`config.mk`:
```
export PLATFORM = sky130hd
export DESIGN_NAME = bfa_top
export DESIGN_NICKNAME = d
export VERILOG_FILES = /design/src/design/bfa_pkg.sv /design/src/design/bfa_file_mem.sv /design/src/design/bfa_alu.sv /design/src/design/bfa_top.sv
export SDC_FILE = /design/constraint.sdc
export NUM_CORES = 1
export LEC_CHECK = 0
export ABC_AREA = 1
export BUFFER_PORTS_ARGS = -buffer_cell sky130_fd_sc_hd__buf_4
export CORE_ASPECT_RATIO = 0.5
export CORE_UTILIZATION = 45
export CTS_BUF_LIST = sky130_fd_sc_hd__clkbuf_16
export DETAILED_ROUTE_END_ITERATION = 8
export PLACE_DENSITY = 0.62
export SLEW_MARGIN = 0
export SYNTH_ARGS = -nofsm -noshare
export SYNTH_HDL_FRONTEND = slang
export SYNTH_SLANG_ARGS = --single-unit
```
`constraint.sdc`:
```
create_clock -name mclk_in -period 4.6 [get_ports mclk_in]
set_input_delay 0 -clock mclk_in [delete_from_list [all_inputs] [get_ports mclk_in]]
set_output_delay 0 -clock mclk_in [all_outputs]
set_load 0.1 [all_outputs]
```
`src/design/bfa_pkg.sv`:
```
// Shared constants of the byte file ALU: register map, fields, opcodes, reset values.
package bfa_pkg;

   // ------------------------------------------------------------
   // Register map (byte addresses)
   // ------------------------------------------------------------
   localparam logic [7:0] BFA_CMD_OFS = 8'h00;
   localparam logic [7:0] BFA_ACC_OFS = 8'h04;
   localparam logic [7:0] BFA_STAT_OFS = 8'h08;
   localparam logic [7:0] BFA_PTR_OFS = 8'h0C;
   localparam logic [7:0] BFA_FDATA_OFS = 8'h10;
   localparam logic [7:0] BFA_FADDR_OFS = 8'h14;

   // ------------------------------------------------------------
   // Field positions
   // ------------------------------------------------------------
   localparam int BFA_CMD_OP_LSB = 0;
   localparam int BFA_CMD_DEST_BIT = 4;
   localparam int BFA_CMD_FILE_LSB = 5;
   localparam int BFA_STAT_CARRY_BIT = 0;
   localparam int BFA_STAT_NIB_BIT = 1;
   localparam int BFA_STAT_ZERO_BIT = 2;
   localparam int BFA_STAT_SKIP_BIT = 3;
   localparam int BFA_STAT_BUSY_BIT = 4;

   // ------------------------------------------------------------
   // Operation codes
   // ------------------------------------------------------------
   localparam logic [3:0] BFA_OP_SUB = 4'h0;
   localparam logic [3:0] BFA_OP_INC = 4'h1;
   localparam logic [3:0] BFA_OP_INC_SKIP = 4'h2;
   localparam logic [3:0] BFA_OP_DEC = 4'h3;
   localparam logic [3:0] BFA_OP_DEC_SKIP = 4'h4;
   localparam logic [3:0] BFA_OP_ACC_NULL = 4'h5;
   localparam logic [3:0] BFA_OP_REG_NULL = 4'h6;
   localparam logic [3:0] BFA_OP_AND = 4'h7;
   localparam logic [3:0] BFA_OP_OR = 4'h8;
   localparam logic [3:0] BFA_OP_XOR = 4'h9;
   localparam logic [3:0] BFA_OP_INV = 4'hA;

   // ------------------------------------------------------------
   // Reset values and bus answers
   // ------------------------------------------------------------
   localparam logic [7:0] BFA_ACC_RST = 8'h00;
   localparam logic [4:0] BFA_PTR_RST = 5'h00;
   localparam logic [4:0] BFA_INDIRECT_ADDR = 5'h00;
   localparam logic [1:0] BFA_RESP_OKAY = 2'h0;
   localparam logic [1:0] BFA_RESP_SLVERR = 2'h2;

   typedef enum logic [1:0] {
      BFA_IDLE,
      BFA_FETCH,
      BFA_EXEC,
      BFA_SKIP_CYC
   } bfa_state_type;

endpackage

```
`src/design/bfa_file_mem.sv`:
```
// Register file storage: one write port, one read port with registered read data.
`timescale 1ns/1ps

module bfa_file_mem #(
   parameter int DATA_W = 8,
   parameter int DEPTH = 32,
   parameter int ADDR_W = 5
) (
   input wire logic mclk_in,
   input wire logic rstn_in,
   input wire logic wr_en_in,
   input wire logic [ADDR_W-1:0] wr_addr_in,
   input wire logic [DATA_W-1:0] wr_data_in,
   input wire logic rd_en_in,
   input wire logic [ADDR_W-1:0] rd_addr_in,
   output logic [DATA_W-1:0] rd_data_out
);

   // ------------------------------------------------------------
   // Elaboration checks
   // ------------------------------------------------------------
   if (DEPTH > (1 << ADDR_W) || DEPTH < 2) begin : g_bad_depth
      $error("bfa_file_mem: depth does not fit the address width");
   end

   logic [DATA_W-1:0] mem_q [DEPTH];

   // Storage has no reset; software must load registers before use
   always_ff @(posedge mclk_in) begin
      if (wr_en_in) begin
         mem_q[wr_addr_in] <= wr_data_in;
      end
   end

   // Read data registered so the memory can map onto a RAM macro
   always_ff @(posedge mclk_in or negedge rstn_in) begin
      if (!rstn_in) begin
         rd_data_out <= '0;
      end else if (rd_en_in) begin
         rd_data_out <= mem_q[rd_addr_in];
      end
   end

endmodule

```
`src/design/bfa_alu.sv`:
```
// Combinational byte ALU: result, flag values and flag write enables per operation.
`timescale 1ns/1ps

module bfa_alu
   import bfa_pkg::*;
(
   input wire logic [3:0] op_in,
   input wire logic [7:0] acc_in,
   input wire logic [7:0] fval_in,
   output logic [7:0] result_out,
   output logic carry_out,
   output logic nibble_out,
   output logic zero_out,
   output logic carry_we_out,
   output logic nibble_we_out,
   output logic zero_we_out,
   output logic skip_out,
   output logic known_out
);

   logic [8:0] diff9;
   logic [4:0] diff5;

   // Subtract as f + ~w + 1; carry out high means no borrow
   assign diff9 = {1'b0, fval_in} + {1'b0, ~acc_in} + 9'h001;
   assign diff5 = {1'b0, fval_in[3:0]} + {1'b0, ~acc_in[3:0]} + 5'h01;

   // Operation select; flags only move where the enable says so
   always_comb begin
      result_out = fval_in;
      carry_we_out = 1'b0;
      nibble_we_out = 1'b0;
      zero_we_out = 1'b1;
      skip_out = 1'b0;
      known_out = 1'b1;
      case (op_in)
         BFA_OP_SUB: begin
            result_out = diff9[7:0]; // Raw two's complement kept
            carry_we_out = 1'b1;
            nibble_we_out = 1'b1;
         end
         BFA_OP_INC: result_out = fval_in + 8'h01;
         BFA_OP_INC_SKIP: begin
            result_out = fval_in + 8'h01;
            zero_we_out = 1'b0;
            skip_out = (fval_in == 8'hFF);
         end
         BFA_OP_DEC: result_out = fval_in - 8'h01;
         BFA_OP_DEC_SKIP: begin
            result_out = fval_in - 8'h01;
            zero_we_out = 1'b0; // Flags untouched
            skip_out = (fval_in == 8'h01);
         end
         BFA_OP_ACC_NULL: result_out = 8'h00;
         BFA_OP_REG_NULL: result_out = 8'h00;
         BFA_OP_AND: result_out = acc_in & fval_in;
         BFA_OP_OR: result_out = acc_in | fval_in;
         BFA_OP_XOR: result_out = acc_in ^ fval_in; // Zero when equal
         BFA_OP_INV: result_out = ~fval_in;
         default: begin
            zero_we_out = 1'b0;
            known_out = 1'b0;
         end
      endcase
   end

   assign carry_out = diff9[8]; // Set when acc not above file
   assign nibble_out = diff5[4]; // Cleared when low acc nibble larger
   assign zero_out = (result_out == 8'h00); // After subtract: operands equal

endmodule

```
`src/design/bfa_top.sv`:
```
// Byte file ALU with AXI4-Lite register access, file storage and skip sequencing.
//
// The placing of the registers and the AXI4-Lite register port were decided locally.
`timescale 1ns/1ps

module bfa_top
   import bfa_pkg::*;
#(
   parameter int ADDR_W = 8,
   parameter int FILE_DEPTH = 32
) (
   input wire logic mclk_in,
   input wire logic rstn_in,
   input wire logic [ADDR_W-1:0] s_axi_awaddr_in,
   input wire logic s_axi_awvalid_in,
   output logic s_axi_awready_out,
   input wire logic [31:0] s_axi_wdata_in,
   input wire logic [3:0] s_axi_wstrb_in,
   input wire logic s_axi_wvalid_in,
   output logic s_axi_wready_out,
   output logic [1:0] s_axi_bresp_out,
   output logic s_axi_bvalid_out,
   input wire logic s_axi_bready_in,
   input wire logic [ADDR_W-1:0] s_axi_araddr_in,
   input wire logic s_axi_arvalid_in,
   output logic s_axi_arready_out,
   output logic [31:0] s_axi_rdata_out,
   output logic [1:0] s_axi_rresp_out,
   output logic s_axi_rvalid_out,
   input wire logic s_axi_rready_in,
   output logic busy_out,
   output logic skip_pending_out
);

   // ------------------------------------------------------------
   // Elaboration checks
   // ------------------------------------------------------------
   if (ADDR_W < 5 || FILE_DEPTH != 32) begin : g_bad_param
      $error("bfa_top: address width too small or file depth not 32");
   end

   // ------------------------------------------------------------
   // Declarations
   // ------------------------------------------------------------
   bfa_state_type state_q;
   logic [ADDR_W-1:0] awaddr_q;
   logic aw_full_q;
   logic [31:0] wdata_q;
   logic [3:0] wstrb_q;
   logic w_full_q;
   logic bvalid_q;
   logic [1:0] bresp_q;
   logic [ADDR_W-1:0] araddr_q;
   logic rd_wait_q;
   logic rvalid_q;
   logic [31:0] rdata_q;
   logic [1:0] rresp_q;
   logic [9:0] cmd_q;
   logic [7:0] acc_q;
   logic carry_q;
   logic nibble_overflow_bit_q;
   logic zero_q;
   logic skip_q;
   logic [4:0] pointer_select_reg_q;
   logic [4:0] faddr_q;
   logic wr_go;
   logic rd_go;
   logic wr_hit;
   logic rd_hit;
   logic cmd_wr;
   logic [4:0] eff_addr;
   logic [7:0] fval;
   logic [7:0] alu_res;
   logic alu_c;
   logic alu_dc;
   logic alu_z;
   logic alu_c_we;
   logic alu_dc_we;
   logic alu_z_we;
   logic alu_skip;
   logic alu_known;
   logic [3:0] op;
   logic dest_reg;
   logic exec_acc_we;
   logic exec_reg_we;
   logic mem_we;
   logic [4:0] mem_waddr;
   logic [7:0] mem_wdata;
   logic mem_re;
   logic [4:0] mem_raddr;
   logic is_skip_op;

   // ------------------------------------------------------------
   // AXI4-Lite write channel
   // ------------------------------------------------------------
   // Writes complete only while the engine rests, so no flag can be
   // written by software and hardware in the same cycle
   assign wr_go = aw_full_q && w_full_q && !bvalid_q && (state_q == BFA_IDLE);
   assign s_axi_awready_out = !aw_full_q;
   assign s_axi_wready_out = !w_full_q;
   assign s_axi_bvalid_out = bvalid_q;
   assign s_axi_bresp_out = bresp_q;

   always_comb begin
      wr_hit = 1'b1;
      if (awaddr_q == BFA_CMD_OFS) begin
         wr_hit = 1'b1;
      end else if (awaddr_q == BFA_ACC_OFS || awaddr_q == BFA_STAT_OFS) begin
         wr_hit = 1'b1;
      end else if (awaddr_q == BFA_PTR_OFS || awaddr_q == BFA_FDATA_OFS) begin
         wr_hit = 1'b1;
      end else if (awaddr_q == BFA_FADDR_OFS) begin
         wr_hit = 1'b1;
      end else begin
         wr_hit = 1'b0;
      end
   end

   assign cmd_wr = wr_go && (awaddr_q == BFA_CMD_OFS) && wstrb_q[1] && wstrb_q[0];

   // Address and data are held separately; either may come first
   always_ff @(posedge mclk_in or negedge rstn_in) begin
      if (!rstn_in) begin
         aw_full_q <= 1'b0;
         awaddr_q <= '0;
         w_full_q <= 1'b0;
         wdata_q <= '0;
         wstrb_q <= '0;
      end else begin
         if (s_axi_awvalid_in && !aw_full_q) begin
            aw_full_q <= 1'b1;
            awaddr_q <= s_axi_awaddr_in;
         end else if (wr_go) begin
            aw_full_q <= 1'b0;
         end
         if (s_axi_wvalid_in && !w_full_q) begin
            w_full_q <= 1'b1;
            wdata_q <= s_axi_wdata_in;
            wstrb_q <= s_axi_wstrb_in;
         end else if (wr_go) begin
            w_full_q <= 1'b0;
         end
      end
   end

   // Write response, error for unmapped addresses
   always_ff @(posedge mclk_in or negedge rstn_in) begin
      if (!rstn_in) begin
         bvalid_q <= 1'b0;
         bresp_q <= BFA_RESP_OKAY;
      end else if (wr_go) begin
         bvalid_q <= 1'b1;
         bresp_q <= wr_hit ? BFA_RESP_OKAY : BFA_RESP_SLVERR;
      end else if (s_axi_bready_in) begin
         bvalid_q <= 1'b0;
      end
   end

   // ------------------------------------------------------------
   // AXI4-Lite read channel
   // ------------------------------------------------------------
   // One wait cycle on every read covers the registered file memory
   assign rd_go = s_axi_arvalid_in && !rd_wait_q && !rvalid_q && (state_q == BFA_IDLE);
   assign s_axi_arready_out = !rd_wait_q && !rvalid_q && (state_q == BFA_IDLE);
   assign s_axi_rvalid_out = rvalid_q;
   assign s_axi_rdata_out = rdata_q;
   assign s_axi_rresp_out = rresp_q;

   always_ff @(posedge mclk_in or negedge rstn_in) begin
      if (!rstn_in) begin
         araddr_q <= '0;
         rd_wait_q <= 1'b0;
         rvalid_q <= 1'b0;
         rdata_q <= '0;
         rresp_q <= BFA_RESP_OKAY;
      end else begin
         if (rd_go) begin
            araddr_q <= s_axi_araddr_in;
         end
         rd_wait_q <= rd_go;
         if (rd_wait_q) begin
            rvalid_q <= 1'b1;
            rresp_q <= rd_hit ? BFA_RESP_OKAY : BFA_RESP_SLVERR;
            rdata_q <= '0;
            if (araddr_q == BFA_CMD_OFS) begin
               rdata_q[9:0] <= cmd_q;
            end else if (araddr_q == BFA_ACC_OFS) begin
               rdata_q[7:0] <= acc_q;
            end else if (araddr_q == BFA_STAT_OFS) begin
               rdata_q[BFA_STAT_CARRY_BIT] <= carry_q;
               rdata_q[BFA_STAT_NIB_BIT] <= nibble_overflow_bit_q;
               rdata_q[BFA_STAT_ZERO_BIT] <= zero_q;
               rdata_q[BFA_STAT_SKIP_BIT] <= skip_q;
               rdata_q[BFA_STAT_BUSY_BIT] <= (state_q != BFA_IDLE);
            end else if (araddr_q == BFA_PTR_OFS) begin
               rdata_q[4:0] <= pointer_select_reg_q;
            end else if (araddr_q == BFA_FDATA_OFS) begin
               rdata_q[7:0] <= fval;
            end else if (araddr_q == BFA_FADDR_OFS) begin
               rdata_q[4:0] <= faddr_q;
            end
         end else if (s_axi_rready_in) begin
            rvalid_q <= 1'b0;
         end
      end
   end

   assign rd_hit = (araddr_q == BFA_CMD_OFS) || (araddr_q == BFA_ACC_OFS) ||
                   (araddr_q == BFA_STAT_OFS) || (araddr_q == BFA_PTR_OFS) ||
                   (araddr_q == BFA_FDATA_OFS) || (araddr_q == BFA_FADDR_OFS);

   // ------------------------------------------------------------
   // Command decode and operand fetch
   // ------------------------------------------------------------
   assign op = cmd_q[BFA_CMD_OP_LSB +: 4];
   assign dest_reg = cmd_q[BFA_CMD_DEST_BIT];
   // Address zero goes through the pointer
   assign eff_addr = (cmd_q[BFA_CMD_FILE_LSB +: 5] == BFA_INDIRECT_ADDR) ?
                     pointer_select_reg_q : cmd_q[BFA_CMD_FILE_LSB +: 5];
   assign is_skip_op = (op == BFA_OP_INC_SKIP) || (op == BFA_OP_DEC_SKIP);

   // Destination choice; the two clear operations have a fixed target
   always_comb begin
      exec_acc_we = 1'b0;
      exec_reg_we = 1'b0;
      if (state_q == BFA_EXEC && alu_known) begin
         if (op == BFA_OP_ACC_NULL) begin
            exec_acc_we = 1'b1;
         end else if (op == BFA_OP_REG_NULL) begin
            exec_reg_we = 1'b1; // Destination forced to file
         end else begin
            exec_reg_we = dest_reg;
            exec_acc_we = !dest_reg;
         end
      end
   end

   // Memory ports shared by engine and bus; bus uses them only at rest
   assign mem_re = (state_q == BFA_FETCH) || rd_go;
   assign mem_raddr = (state_q == BFA_FETCH) ? eff_addr : faddr_q;
   assign mem_we = exec_reg_we ||
                   (wr_go && awaddr_q == BFA_FDATA_OFS && wstrb_q[0]);
   assign mem_waddr = exec_reg_we ? eff_addr : faddr_q;
   assign mem_wdata = exec_reg_we ? alu_res : wdata_q[7:0];

   bfa_file_mem #(
      .DATA_W(8),
      .DEPTH(FILE_DEPTH),
      .ADDR_W(5)
   ) u_mem (
      .mclk_in(mclk_in),
      .rstn_in(rstn_in),
      .wr_en_in(mem_we),
      .wr_addr_in(mem_waddr),
      .wr_data_in(mem_wdata),
      .rd_en_in(mem_re),
      .rd_addr_in(mem_raddr),
      .rd_data_out(fval)
   );

   bfa_alu u_alu (
      .op_in(op),
      .acc_in(acc_q),
      .fval_in(fval),
      .result_out(alu_res),
      .carry_out(alu_c),
      .nibble_out(alu_dc),
      .zero_out(alu_z),
      .carry_we_out(alu_c_we),
      .nibble_we_out(alu_dc_we),
      .zero_we_out(alu_z_we),
      .skip_out(alu_skip),
      .known_out(alu_known)
   );

   // ------------------------------------------------------------
   // Sequencer
   // ------------------------------------------------------------
   // A command taken while a skip is pending is swallowed as a no-op
   always_ff @(posedge mclk_in or negedge rstn_in) begin
      if (!rstn_in) begin
         state_q <= BFA_IDLE;
         cmd_q <= '0;
      end else begin
         case (state_q)
            BFA_IDLE: begin
               if (cmd_wr && !skip_q) begin
                  cmd_q <= wdata_q[9:0];
                  state_q <= BFA_FETCH;
               end
            end
            BFA_FETCH: state_q <= BFA_EXEC;
            BFA_EXEC: state_q <= is_skip_op ? BFA_SKIP_CYC : BFA_IDLE;
            BFA_SKIP_CYC: state_q <= BFA_IDLE;
            default: state_q <= BFA_IDLE;
         endcase
      end
   end

   // Skip request: set by a skipping increment or decrement reaching zero, used up by next command
   always_ff @(posedge mclk_in or negedge rstn_in) begin
      if (!rstn_in) begin
         skip_q <= 1'b0;
      end else if (state_q == BFA_EXEC && alu_skip) begin
         skip_q <= 1'b1;
      end else if (cmd_wr && skip_q) begin
         skip_q <= 1'b0; // Taken from the bus, not fetched or executed
      end
   end

   // ------------------------------------------------------------
   // Accumulator, flags, pointer and file address registers
   // ------------------------------------------------------------
   always_ff @(posedge mclk_in or negedge rstn_in) begin
      if (!rstn_in) begin
         acc_q <= BFA_ACC_RST;
      end else if (exec_acc_we) begin
         acc_q <= alu_res;
      end else if (wr_go && awaddr_q == BFA_ACC_OFS && wstrb_q[0]) begin
         acc_q <= wdata_q[7:0];
      end
   end

   // Flags move as the ALU enables them during execution, or by a status write at rest
   always_ff @(posedge mclk_in or negedge rstn_in) begin
      if (!rstn_in) begin
         carry_q <= 1'b0;
         nibble_overflow_bit_q <= 1'b0;
         zero_q <= 1'b0;
      end else if (state_q == BFA_EXEC) begin
         if (alu_c_we) begin
            carry_q <= alu_c;
         end
         if (alu_dc_we) begin
            nibble_overflow_bit_q <= alu_dc;
         end
         if (alu_z_we) begin
            zero_q <= alu_z;
         end
      end else if (wr_go && awaddr_q == BFA_STAT_OFS && wstrb_q[0]) begin
         carry_q <= wdata_q[BFA_STAT_CARRY_BIT];
         nibble_overflow_bit_q <= wdata_q[BFA_STAT_NIB_BIT];
         zero_q <= wdata_q[BFA_STAT_ZERO_BIT];
      end
   end

   always_ff @(posedge mclk_in or negedge rstn_in) begin
      if (!rstn_in) begin
         pointer_select_reg_q <= BFA_PTR_RST;
         faddr_q <= '0;
      end else if (wr_go && wstrb_q[0]) begin
         if (awaddr_q == BFA_PTR_OFS) begin
            pointer_select_reg_q <= wdata_q[4:0];
         end else if (awaddr_q == BFA_FADDR_OFS) begin
            faddr_q <= wdata_q[4:0];
         end
      end
   end

   assign busy_out = (state_q != BFA_IDLE);
   assign skip_pending_out = skip_q;

endmodule

```
==> flow_metrics.py, run 1 <==
metrics = {
    "worst_setup_path": {
        "reg2reg_slack_ps": 820,
        "path_common_cell": "nand2_1",
        "start_kind": "flop",
        "path_buf_inv": 3,
        "r2r_end": "u_mem.mem_q[10][6]",
        "crit_start": "u_mem.rd_data_out[0]",
        "crit_path_top_delay_cell": "o21ai_2",
        "ff2ff_path_depth": 13,
        "path_class": "reg -> reg",
        "cp.arrival_ps": 4160,
        "cp.required_ps": 4980,
        "cp_cell_sequence": "inv_1 > ha_1 > fa_1 > inv_1 > nand3_1 > nand2_1 > nand2_1 > a21oi_1 > nor2_1 > o21ai_0 > nand2_1 > o21ai_2 > buf_4",
        "worstSetupEndpointType": "flop",
        "timing.rr.start": "u_mem.rd_data_out[0]",
        "cpLargestDelayFamily": "compound AO/OA/AOI/OAI gates",
        "cpPeakStageDelay_ps": 760,
        "worstPathMaxFanout": 21,
    },
    "final_layout": {
        "syn2layout_area_growth_pct": 13.9,
        "instances_no_fill": 2390,
        "drive_above_1_share_pct": 9.13,
        "nFillCells": 3241,
        "n_antenna_cell": 0,
        "seq_area_sq_mm": 0.00986,
        "nets": 1969,
        "multiInputGateArea_sq_mm": 0.00575,
    },
    "hold_path": {
        "hold_depth": 3,
        "worstHoldStart": "s_axi_awvalid_in",
        "whs_endpoint": "aw_full_q",
        "hp-class": "in -> reg",
    },
    "global_route": {
        "grt_util_all_layers_pct": 23.5,
        "grt_max_degree": 129,
        "grt_pass1_vias": 12200,
        "grt_antenna_before_repair": 0,
        "grt_pass1_wl_um": 68800,
        "grt_overflow": 0,
    },
    "sta": {
        "tightest_slew_ps": 1110,
        "finalCriticalPeriod_ps": 3780,
        "report.final.slew_viol_count": 0,
        "relSlewSlack_pct": 26.1,
        "finalCritPeriodShare_pct": 82.1,
        "rsz0062_at_grt": "no",
        "fin_worst_hold_slack_ps": 36.1,
        "hold_viol": 0,
        "setup_tns_ps": 0,
        "setup_violations": 0,
        "max_freq_ghz": 0.265,
        "clock_skew_ps": 19.9,
    },
    "clocking": {
        "htreeDepth": 2,
        "cts_tree": "done",
        "cts_root_buffer": "clkbuf_16",
        "numCtsBuffers": 34,
        "path_clk_slew_ps": 60,
        "cts.sinks": 343,
        "clockBufferDepth": 3,
        "post_cts_buffers": 0,
        "clk_latency_ps": 530,
    },
    "yosys": {
        "async_flop_share_pct": 25.4,
        "synth_edf_count": 256,
        "yosys_register_bits": 343,
        "synth_common_cells": "493 x nand2_1, 328 x nand3_1, 256 x edfxtp_1",
        "synth_top_cell_area_share_pct": 46.1,
        "ys_seq_area_share_pct": 59.1,
        "synth.top_cells.by_area": "edfxtp_1 46%, dfrtp_1 13%, nand2_1 11%",
        "syn_avg_cell_area_sq_um": 9.22,
        "synth_warnings": 0,
        "synth.distinct_cells": 46,
        "synth.largest_area_cell": "edfxtp_1",
        "synth_most_common_cell": "nand2_1",
        "synth_flop_cell": "edfxtp_1",
        "netlist_area_sq_mm": 0.0167,
        "syn_inst": 1809,
    },
    "floorplan": {
        "fp.dieW_um": 274,
        "start_util_pct": 46.0,
        "core-area_sq_mm": 0.0362,
        "rows": 49,
        "io_pins": 102,
        "dieArea_sq_mm": 0.0379,
        "die_h_um": 138,
    },
    "placement": {
        "dpl.hpwl_um": 27400,
        "io_buffer_count": 53,
        "dp_cells": 2296,
        "gp_congestion": 0.933,
    },
    "drt": {
        "drc_errors": 5,
        "ant_nets": 0,
        "dr.pass1.iters": 7,
        "first_iter_violations": 1143,
        "vias_per_cell": 5.33,
        "route.met3.wl_um": 2970,
        "route.vias.total": 12700,
        "top_layer": "met4",
        "wl_met2_um": 20500,
        "drt_wl_total_um": 44100,
        "wl_per_cell_um": 18.5,
        "wl_met1_um": 19300,
    },
    "outcome": {
        "violations": "design-rule violations",
        "status": "complete, but fails checks",
    },
    "power_and_ir_drop": {
        "p_leak_uw": 0.00798,
        "p_per_area_mw_per_mm2": 528,
        "vdd_ir_drop_max_mv": 0.359,
        "power.total_uw": 10000,
    },
    "run": {
        "max-cap-violations": 0,
    },
}
[registers in the layout, indices dropped and copies added, names as in the netlist, 5 cells and up]
register and cells:
u_mem.mem_q 256, pointer_select_reg_q 5, awaddr_q 8, araddr_q 8, s_axi_rdata_out 10, faddr_q 5
wdata_q 10, acc_q 8, u_mem.rd_data_out 8, cmd_q 10
[metrics by stage]
step	util (%)	cell area (sq um)	setup WS, ps
6_report	52.5	19000	822
5_1_grt	52.5	19000	575
4_1_cts	52.5	19000	862
3_5_place_dp	48.5	17600	893
3_3_place_gp	48.5	17600	902
2_1_floorplan	-	16800	431
[worst register-to-register path, stage by stage, from the launching register on]
cell	delay (ps)
dfrtp_1	550
inv_1	220
ha_1	280
fa_1	390
inv_1	90
nand3_1	90
nand2_1	130
nand2_1	80
a21oi_1	160
nor2_1	60
o21ai_0	370
nand2_1	190
o21ai_2	760
buf_4	290
[cell type report]
type / instances / share of cell area (%)
timing repair buffer: 112 / 5.19
clock buffer: 34 / 4.48
tap: 484 / 3.19
clock inverter: 26 / 1.18
inverter: 193 / 3.82
sequential: 343 / 51.9
multi-input combinational: 1198 / 30.3
[layout by cell type, fill, tap and decap left out, types with 2 or more instances in the layout]
cell type / count
o22ai_1: 13
o21bai_1: 2
ha_1: 27
nand2_1: 491
o221ai_1: 3
bufinv_16: 4
inv_2: 9
nor3_1: 10
dfrtp_1: 87
xor2_1: 2
a21oi_1: 33
o211ai_1: 4
inv_1: 185
buf_12: 5
clkinv_1: 13
nand4_1: 17
nand2_4: 2
nor2_4: 2
dlygate4sd3_1: 33
nand3_1: 327
edfxtp_1: 256
clkinv_2: 5
mux2_2: 6
nor2_1: 114
nor4_1: 3
clkbuf_16: 34
o21ai_2: 13
nand3_2: 5
conb_1: 24
nand2_2: 3
buf_4: 74
o21ai_1: 3
o21ai_4: 2
o21ai_0: 77
[worst max-delay path by stage]
stage                         endpoint  depth (start not counted)
finish              u_mem.mem_q[10][6]                         13
global route        u_mem.mem_q[14][6]                         13
CTS                 u_mem.mem_q[15][6]                         13
detailed placement  u_mem.mem_q[10][6]                         13
global placement    u_mem.mem_q[10][6]                         13
floorplan                  araddr_q[0]                          7
[what timing repair did]
| item | CTS | global route |
|---|---|---|
| endpoints found under the hold margin | 57 | 0 |
| resized for setup | 0 | 0 |
| hold buffers | 34 | 0 |
[logic make-up after synthesis]
group,after synthesis,share of synthesized area [%]
compound gates,158,5.35
flops,343,59.1
simple gates,979,25.4
fa+ha+maj,28,2.14
mux,6,0.405
buf+inv,291,7.40
other cells,1,0.0225
xor+xnor,3,0.158
[layer usage]
metal | global-route usage (%) | up-vias
met2 | 38.1 | 464
li1 | - | 6168
met1 | 32.4 | 6021
met5 | 0 | -
met4 | 7.46 | 0
met3 | 3.82 | 84
[power breakdown]
part / switching (uW) / internal (uW)
clock network: 1170 / 1570
logic: 2410 / 829
registers: 198 / 3860
Note: power is estimated with default switching activity, not from simulation.
==> inputs of run 2 (changes only) <==
--- a/config.mk
+++ b/config.mk
@@ -5,13 +5,13 @@
 export SDC_FILE = /design/constraint.sdc
 export NUM_CORES = 1
 export LEC_CHECK = 0
-export ABC_AREA = 1
+export ABC_AREA = 0
 export BUFFER_PORTS_ARGS = -buffer_cell sky130_fd_sc_hd__buf_4
 export CORE_ASPECT_RATIO = 0.5
 export CORE_UTILIZATION = 45
 export CTS_BUF_LIST = sky130_fd_sc_hd__clkbuf_16
 export DETAILED_ROUTE_END_ITERATION = 8
-export PLACE_DENSITY = 0.62
+export PLACE_DENSITY = 0.64
 export SLEW_MARGIN = 0
 export SYNTH_ARGS = -nofsm -noshare
 export SYNTH_HDL_FRONTEND = slang
==> constraint.sdc (replaced) <==
create_clock -name mclk_in -period 3.2 [get_ports mclk_in]
set_input_delay 0 -clock mclk_in [delete_from_list [all_inputs] [get_ports mclk_in]]
set_output_delay 0 -clock mclk_in [all_outputs]
set_load 0.1 [all_outputs]
==> run 2 against run 1 <==
  * The flow now finishes without violations
  * Sequential power up 50%
  * Final cell count shrank 17%
  * Non-clock buffer count rose by 100
  * Synthesized cell count is 28% lower
  * Die area shrank 3.4%
  * Wire length increased by 0.14%
  * Global-route usage grew 1.0 points
==> flow_metrics.py, run 2 <==
metrics = {
    "floorplan": {
        "die_h_um": 136,
        "rows": 48,
        "fp.dieW_um": 270,
        "io_pins": 102,
        "core-area_sq_mm": 0.0348,
        "start_util_pct": 46.2,
        "dieArea_sq_mm": 0.0366,
    },
    "clocking": {
        "htreeDepth": 1,
        "numCtsBuffers": 31,
        "cts.sinks": 343,
        "cts_root_buffer": "clkbuf_16",
        "path_clk_slew_ps": 70,
        "clockBufferDepth": 3,
        "cts_tree": "done",
        "clk_latency_ps": 600,
    },
    "final_layout": {
        "nFillCells": 2910,
        "regMostFlops": "u_mem.mem_q",
        "final_common_cell": "edfxtp_1",
        "instances_no_fill": 1975,
        "multiInputGateArea_sq_mm": 0.00574,
        "mostFrequentLayoutCells": "256 x edfxtp_1, 176 x nand2_1, 168 x buf_4, 87 x nand3_1, 83 x dfrtp_1",
        "seq_area_sq_mm": 0.00987,
        "n_antenna_cell": 0,
        "syn2layout_area_growth_pct": 18.4,
        "largest_reg_flops": 256,
        "drive_above_1_share_pct": 21.7,
        "nets": 1562,
    },
    "outcome": {
        "status": "finished, final reports clean",
    },
    "hold_path": {
        "hp-class": "in -> async",
    },
    "yosys": {
        "synth.top_cells.by_area": "edfxtp_1 48%, dfrtp_1 14%, nand2_1 4.1%",
        "syn_avg_cell_area_sq_um": 12.4,
        "syn_inst": 1303,
        "synth_most_common_cell": "edfxtp_1",
        "ys_seq_area_share_pct": 61.3,
        "synth_flop_cell": "edfxtp_1",
        "synth.distinct_cells": 82,
        "synth_top_cell_area_share_pct": 47.7,
        "async_flop_share_pct": 25.4,
        "synth_edf_count": 256,
        "synth.largest_area_cell": "edfxtp_1",
        "yosys_register_bits": 343,
        "synth_warnings": 0,
        "synth_common_cells": "256 x edfxtp_1, 178 x nand2_1, 88 x nand3_1",
        "netlist_area_sq_mm": 0.0161,
    },
    "sta": {
        "setup_tns_ps": 0,
        "setup_violations": 0,
        "report.final.slew_viol_count": 0,
        "finalCritPeriodShare_pct": 96.9,
        "hold_viol": 0,
        "finalCriticalPeriod_ps": 3100,
        "tightest_slew_ps": 890,
        "fin_worst_hold_slack_ps": 77.9,
        "clock_skew_ps": 16.0,
        "relSlewSlack_pct": 40.7,
        "rsz0062_at_grt": "no",
        "max_freq_ghz": 0.323,
    },
    "placement": {
        "dpl.hpwl_um": 30100,
        "dp_cells": 1873,
        "io_buffer_count": 53,
        "gp_congestion": 0.928,
    },
    "worst_setup_path": {
        "worstPathMaxFanout": 12,
        "cp.required_ps": 3670,
        "reg2reg_slack_ps": 100,
        "path_class": "reg -> reg",
        "timing.rr.start": "state_q[1]",
        "cp.arrival_ps": 3570,
        "worstSetupEndpointType": "flop",
        "start_kind": "flop",
        "crit_start": "state_q[1]",
        "ff2ff_path_depth": 8,
        "r2r_end": "u_mem.rd_data_out[5]",
    },
    "global_route": {
        "grt_antenna_before_repair": 0,
        "grt_max_degree": 67,
        "grt_pass1_wl_um": 68100,
        "grt_pass1_vias": 11400,
        "grt_overflow": 0,
        "grt_util_all_layers_pct": 24.5,
    },
    "drt": {
        "drc_errors": 0,
        "drt_wl_total_um": 44200,
        "dr.pass1.iters": 5,
        "route.vias.total": 11500,
        "wl_per_cell_um": 22.4,
        "vias_per_cell": 5.81,
        "first_iter_violations": 1174,
        "ant_nets": 0,
    },
    "power_and_ir_drop": {
        "p_leak_uw": 0.00735,
        "vdd_ir_drop_max_mv": 0.501,
        "p_per_area_mw_per_mm2": 772,
    },
    "run": {
        "max-cap-violations": 0,
    },
}
==> run 2: per-stage QoR <==
stage	power (uW)	utilization, %	setup slack (ps)	cell area [sq um]
3_3_place_gp	10800	50.6	107	17600
5_1_grt	15300	54.8	9.36	19100
6_report	14700	54.8	101	19100
4_1_cts	14700	54.6	42.5	19000
3_5_place_dp	11000	50.6	63.2	17600
2_1_floorplan	9070	-	50.5	16200
==> run 2: final cells by class <==
cell class | count | share of cell area [%]
flip-flops and latches | 343 | 51.7
multi-input cells | 845 | 30.1
repair buffers | 212 | 9.08
clock buffers | 32 | 4.20
well taps | 475 | 3.12
clock inverters | 26 | 0.945
inverters | 42 | 0.827
==> run 2: worst max-delay path: stages, from the launching register on <==
cell	delay [ps]
dfrtp_1	450
nand2b_1	280
a311oi_1	400
or2_4	340
buf_4	280
mux4_2	530
a22oi_1	230
nand2_1	170
a211o_1	290
==> run 2: power by group <==
part	total, uW	leakage, uW	internal (uW)	switching (uW)
combinational	5020	0.00343	1730	3290
clock	3640	0.000508	1970	1670
sequential	6070	0.00341	5620	442
total	14700	0.00735	9330	5400
==> run 2: logic make-up after synthesis <==
kind of cell	count (synthesis)	share of synthesized area [%]
adders and majority gates	28	2.22
muxes	116	9.60
DFF	343	61.3
AOI/OAI and AO/OA	231	9.70
xor gates and xnor gates	7	0.381
other	1	0.0233
buffers and inverters	138	4.19
and+or+nand+nor	439	12.6
==> run 2: worst max path at each step <==
stage,cells past startpoint,slack [ps],end
after floorplan,9,50,u_mem.rd_data_out[3]
after global placement,8,110,u_mem.rd_data_out[5]
after detailed placement,10,60,u_mem.mem_q[10][7]
after CTS,10,40,u_mem.mem_q[4][7]
after global routing,11,9,zero_q
final,8,100,u_mem.rd_data_out[5]
==> run 2: what timing repair did <==
action                                 4_1_cts  5_1_grt
hold buffers                                41        0
buffers inserted                             0        3
setup endpoints to repair                    0      252
gates resized for setup                      0       11
endpoints found under the hold margin       98        0
==> run 2: per-layer routing <==
metal	routed length, um	track usage [%]
met5	0	0
met4	1120	6.79
met3	3480	4.13
met2	20600	40.6
met1	19000	33.7
==> inputs of run 3 (changes only) <==
--- a/config.mk
+++ b/config.mk
@@ -12,6 +12,7 @@
 export CTS_BUF_LIST = sky130_fd_sc_hd__clkbuf_16
 export DETAILED_ROUTE_END_ITERATION = 8
 export PLACE_DENSITY = 0.64
+export RECOVER_POWER = 25
 export SLEW_MARGIN = 0
 export SYNTH_ARGS = -nofsm -noshare
 export SYNTH_HDL_FRONTEND = slang
==> run 3 against run 2 <==
  * The run now ends with max-capacitance violations, max-slew violations left
  * Sequential share of layout area up 0.28 points
  * Count of clock-buffer cells in the layout unchanged
  * Utilization down 0.30 points
  * Critical path depth unchanged
  * Global-route usage unchanged
  * Wire length down 0.16%
  * Worst setup slack better by 1.5 ps
  * Final cell count unchanged
  * Combinational power down 2%
  * Register-to-register slack about the same
  * Worst hold slack better by 86 ps
  * Non-clock buffer count unchanged
==> flow_metrics.py, run 3 (synthesis gave the netlist of run 2 again) <==
metrics = {
    "outcome": {
        "status": "complete, but fails checks",
        "violations": "max-capacitance violations, max-slew violations",
    },
    "sta": {
        "max_freq_ghz": 0.323,
        "rsz0062_at_grt": "no",
        "hold_viol": 0,
        "tightest_slew_ps": 1720,
        "setup_violations": 0,
        "clock_skew_ps": 12.7,
        "setup_tns_ps": 0,
        "finalCritPeriodShare_pct": 96.8,
        "relSlewSlack_pct": -14.8,
        "report.final.slew_viol_count": 67,
        "finalCriticalPeriod_ps": 3100,
    },
    "placement": {
        "dpl.hpwl_um": 30100,
        "dp_cells": 1873,
        "placed_cell_area_sq_mm": 0.0176,
        "gp_congestion": 0.928,
        "io_buffer_count": 53,
    },
    "worst_setup_path": {
        "worstSetupEndpointType": "flop",
        "cpLargestDelayFamily": "compound AO/OA/AOI/OAI gates",
        "crit_path_top_delay_cell": "mux4_2",
        "path_buf_inv": 1,
        "cp.required_ps": 3670,
        "cp_cell_sequence": "nand2b_1 > a311oi_1 > or2_4 > buf_4 > mux4_2 > a22oi_1 > nand2_1 > a211o_1",
        "cpPeakStageDelay_ps": 530,
        "path_class": "reg -> reg",
        "start_kind": "flop",
        "cp.arrival_ps": 3570,
        "worstPathMaxFanout": 12,
    },
    "floorplan": {
        "fp.dieW_um": 270,
        "start_util_pct": 46.2,
        "dieArea_sq_mm": 0.0366,
        "rows": 48,
        "die_h_um": 136,
        "core-area_sq_mm": 0.0348,
        "io_pins": 102,
    },
    "global_route": {
        "grt_overflow": 0,
        "grt_pass1_wl_um": 68100,
        "grt_antenna_before_repair": 0,
        "grt_max_degree": 67,
        "grt_util_all_layers_pct": 24.5,
        "grt_pass1_vias": 11400,
    },
    "drt": {
        "wl_per_cell_um": 22.3,
        "vias_per_cell": 5.81,
        "drt_wl_total_um": 44100,
        "route.vias.total": 11500,
        "drc_errors": 0,
        "ant_nets": 0,
        "first_iter_violations": 1196,
        "dr.pass1.iters": 6,
    },
    "clocking": {
        "htreeDepth": 1,
        "clockBufferDepth": 3,
        "path_clk_slew_ps": 70,
        "cts_tree": "done",
        "cts_root_buffer": "clkbuf_16",
        "cts.sinks": 343,
        "numCtsBuffers": 31,
        "clk_latency_ps": 600,
    },
    "final_layout": {
        "final_common_cell": "edfxtp_1",
        "regMostFlops": "u_mem.mem_q",
        "nets": 1562,
        "syn2layout_area_growth_pct": 17.8,
        "largest_reg_flops": 256,
        "design_area_sq_mm": 0.0190,
        "instances_no_fill": 1975,
        "n_antenna_cell": 0,
        "mostFrequentLayoutCells": "256 x edfxtp_1, 177 x nand2_1, 141 x buf_4, 87 x nand3_1, 83 x dfrtp_1",
        "drive_above_1_share_pct": 19.9,
    },
    "hold_path": {
        "hp-class": "in -> reg",
    },
    "run": {
        "max-cap-violations": 1,
    },
    "power_and_ir_drop": {
        "vdd_ir_drop_max_mv": 0.498,
        "p_per_area_mw_per_mm2": 772,
        "p_leak_uw": 0.00725,
    },
}
==> run 3: where the power goes <==
group	leakage, uW	internal [uW]	switching [uW]
clock	0.000508	1980	1670
sequential	0.00341	5630	439
combinational	0.00334	1660	3280
total	0.00725	9260	5390
==> run 3: repair_timing <==
item,in CTS,in global routing
endpoints found under the hold margin,98,0
setup buffers,0,3
hold buffers,41,0
setup endpoints to repair,0,252
resized for setup,0,11
==> run 3: through the flow <==
| stage | util [%] | setup slack (ps) | hold slack [ps] | power (uW) |
|---|---|---|---|---|
| 4_1_cts | 54.6 | 42.5 | 85.6 | 14700 |
| 6_report | 54.5 | 102 | 164 | 14600 |
| 5_1_grt | 54.5 | 9.36 | 182 | 15300 |
| 2_1_floorplan | - | 50.5 | -296 | 9070 |
| 3_5_place_dp | 50.6 | 63.2 | 167 | 11000 |
| 3_3_place_gp | 50.6 | 107 | 156 | 10800 |
==> run 3: area by class of cell <==
class | instances | area (sq um)
inverters | 42 | 158
clock buffers | 32 | 801
well taps | 475 | 594
flip-flops and latches | 343 | 9870
clock inverters | 26 | 180
fillers | 2951 | 15900
repair buffers | 212 | 1630
multi-input cells | 845 | 5730
==> run 3: per-layer routing <==
layer / wire length [um] / part of all wire, % / track usage [%] / vias up
li1: - / - / - / 5128
met1: 18800 / 43 / 33.7 / 5713
met4: 1050 / 2.4 / 6.79 / 0
met3: 3710 / 8.4 / 4.13 / 81
met2: 20600 / 47 / 40.6 / 561
met5: 0 / 0 / 0 / -
==> run 3: final timing paths <==
path | start | to | slack (ps) | cells past startpoint
setup / recovery | state_q[1] | u_mem.rd_data_out[5] | 100 | 8
max in group asynchronous | rstn_in | araddr_q[5] | 1010 | 3
hold / removal | s_axi_bready_in | s_axi_bvalid_out | 160 | 3
min in group asynchronous | rstn_in | wstrb_q[1] | 410 | 2
setup reg to reg | state_q[1] | u_mem.rd_data_out[5] | 100 | 8
hold reg to reg | awaddr_q[7] | awaddr_q[7] | 510 | 1
==> run 3: worst register-to-register path: cells and delay by family, from the launching register on <==
| family | cells | cell delay, ps |
|---|---|---|
| AO/OA/AOI/OAI | 3 | 930 |
| AND/OR/NAND/NOR | 3 | 790 |
| multiplexers | 1 | 530 |
| flip-flops | 1 | 450 |
| buffers and inverters | 1 | 280 |
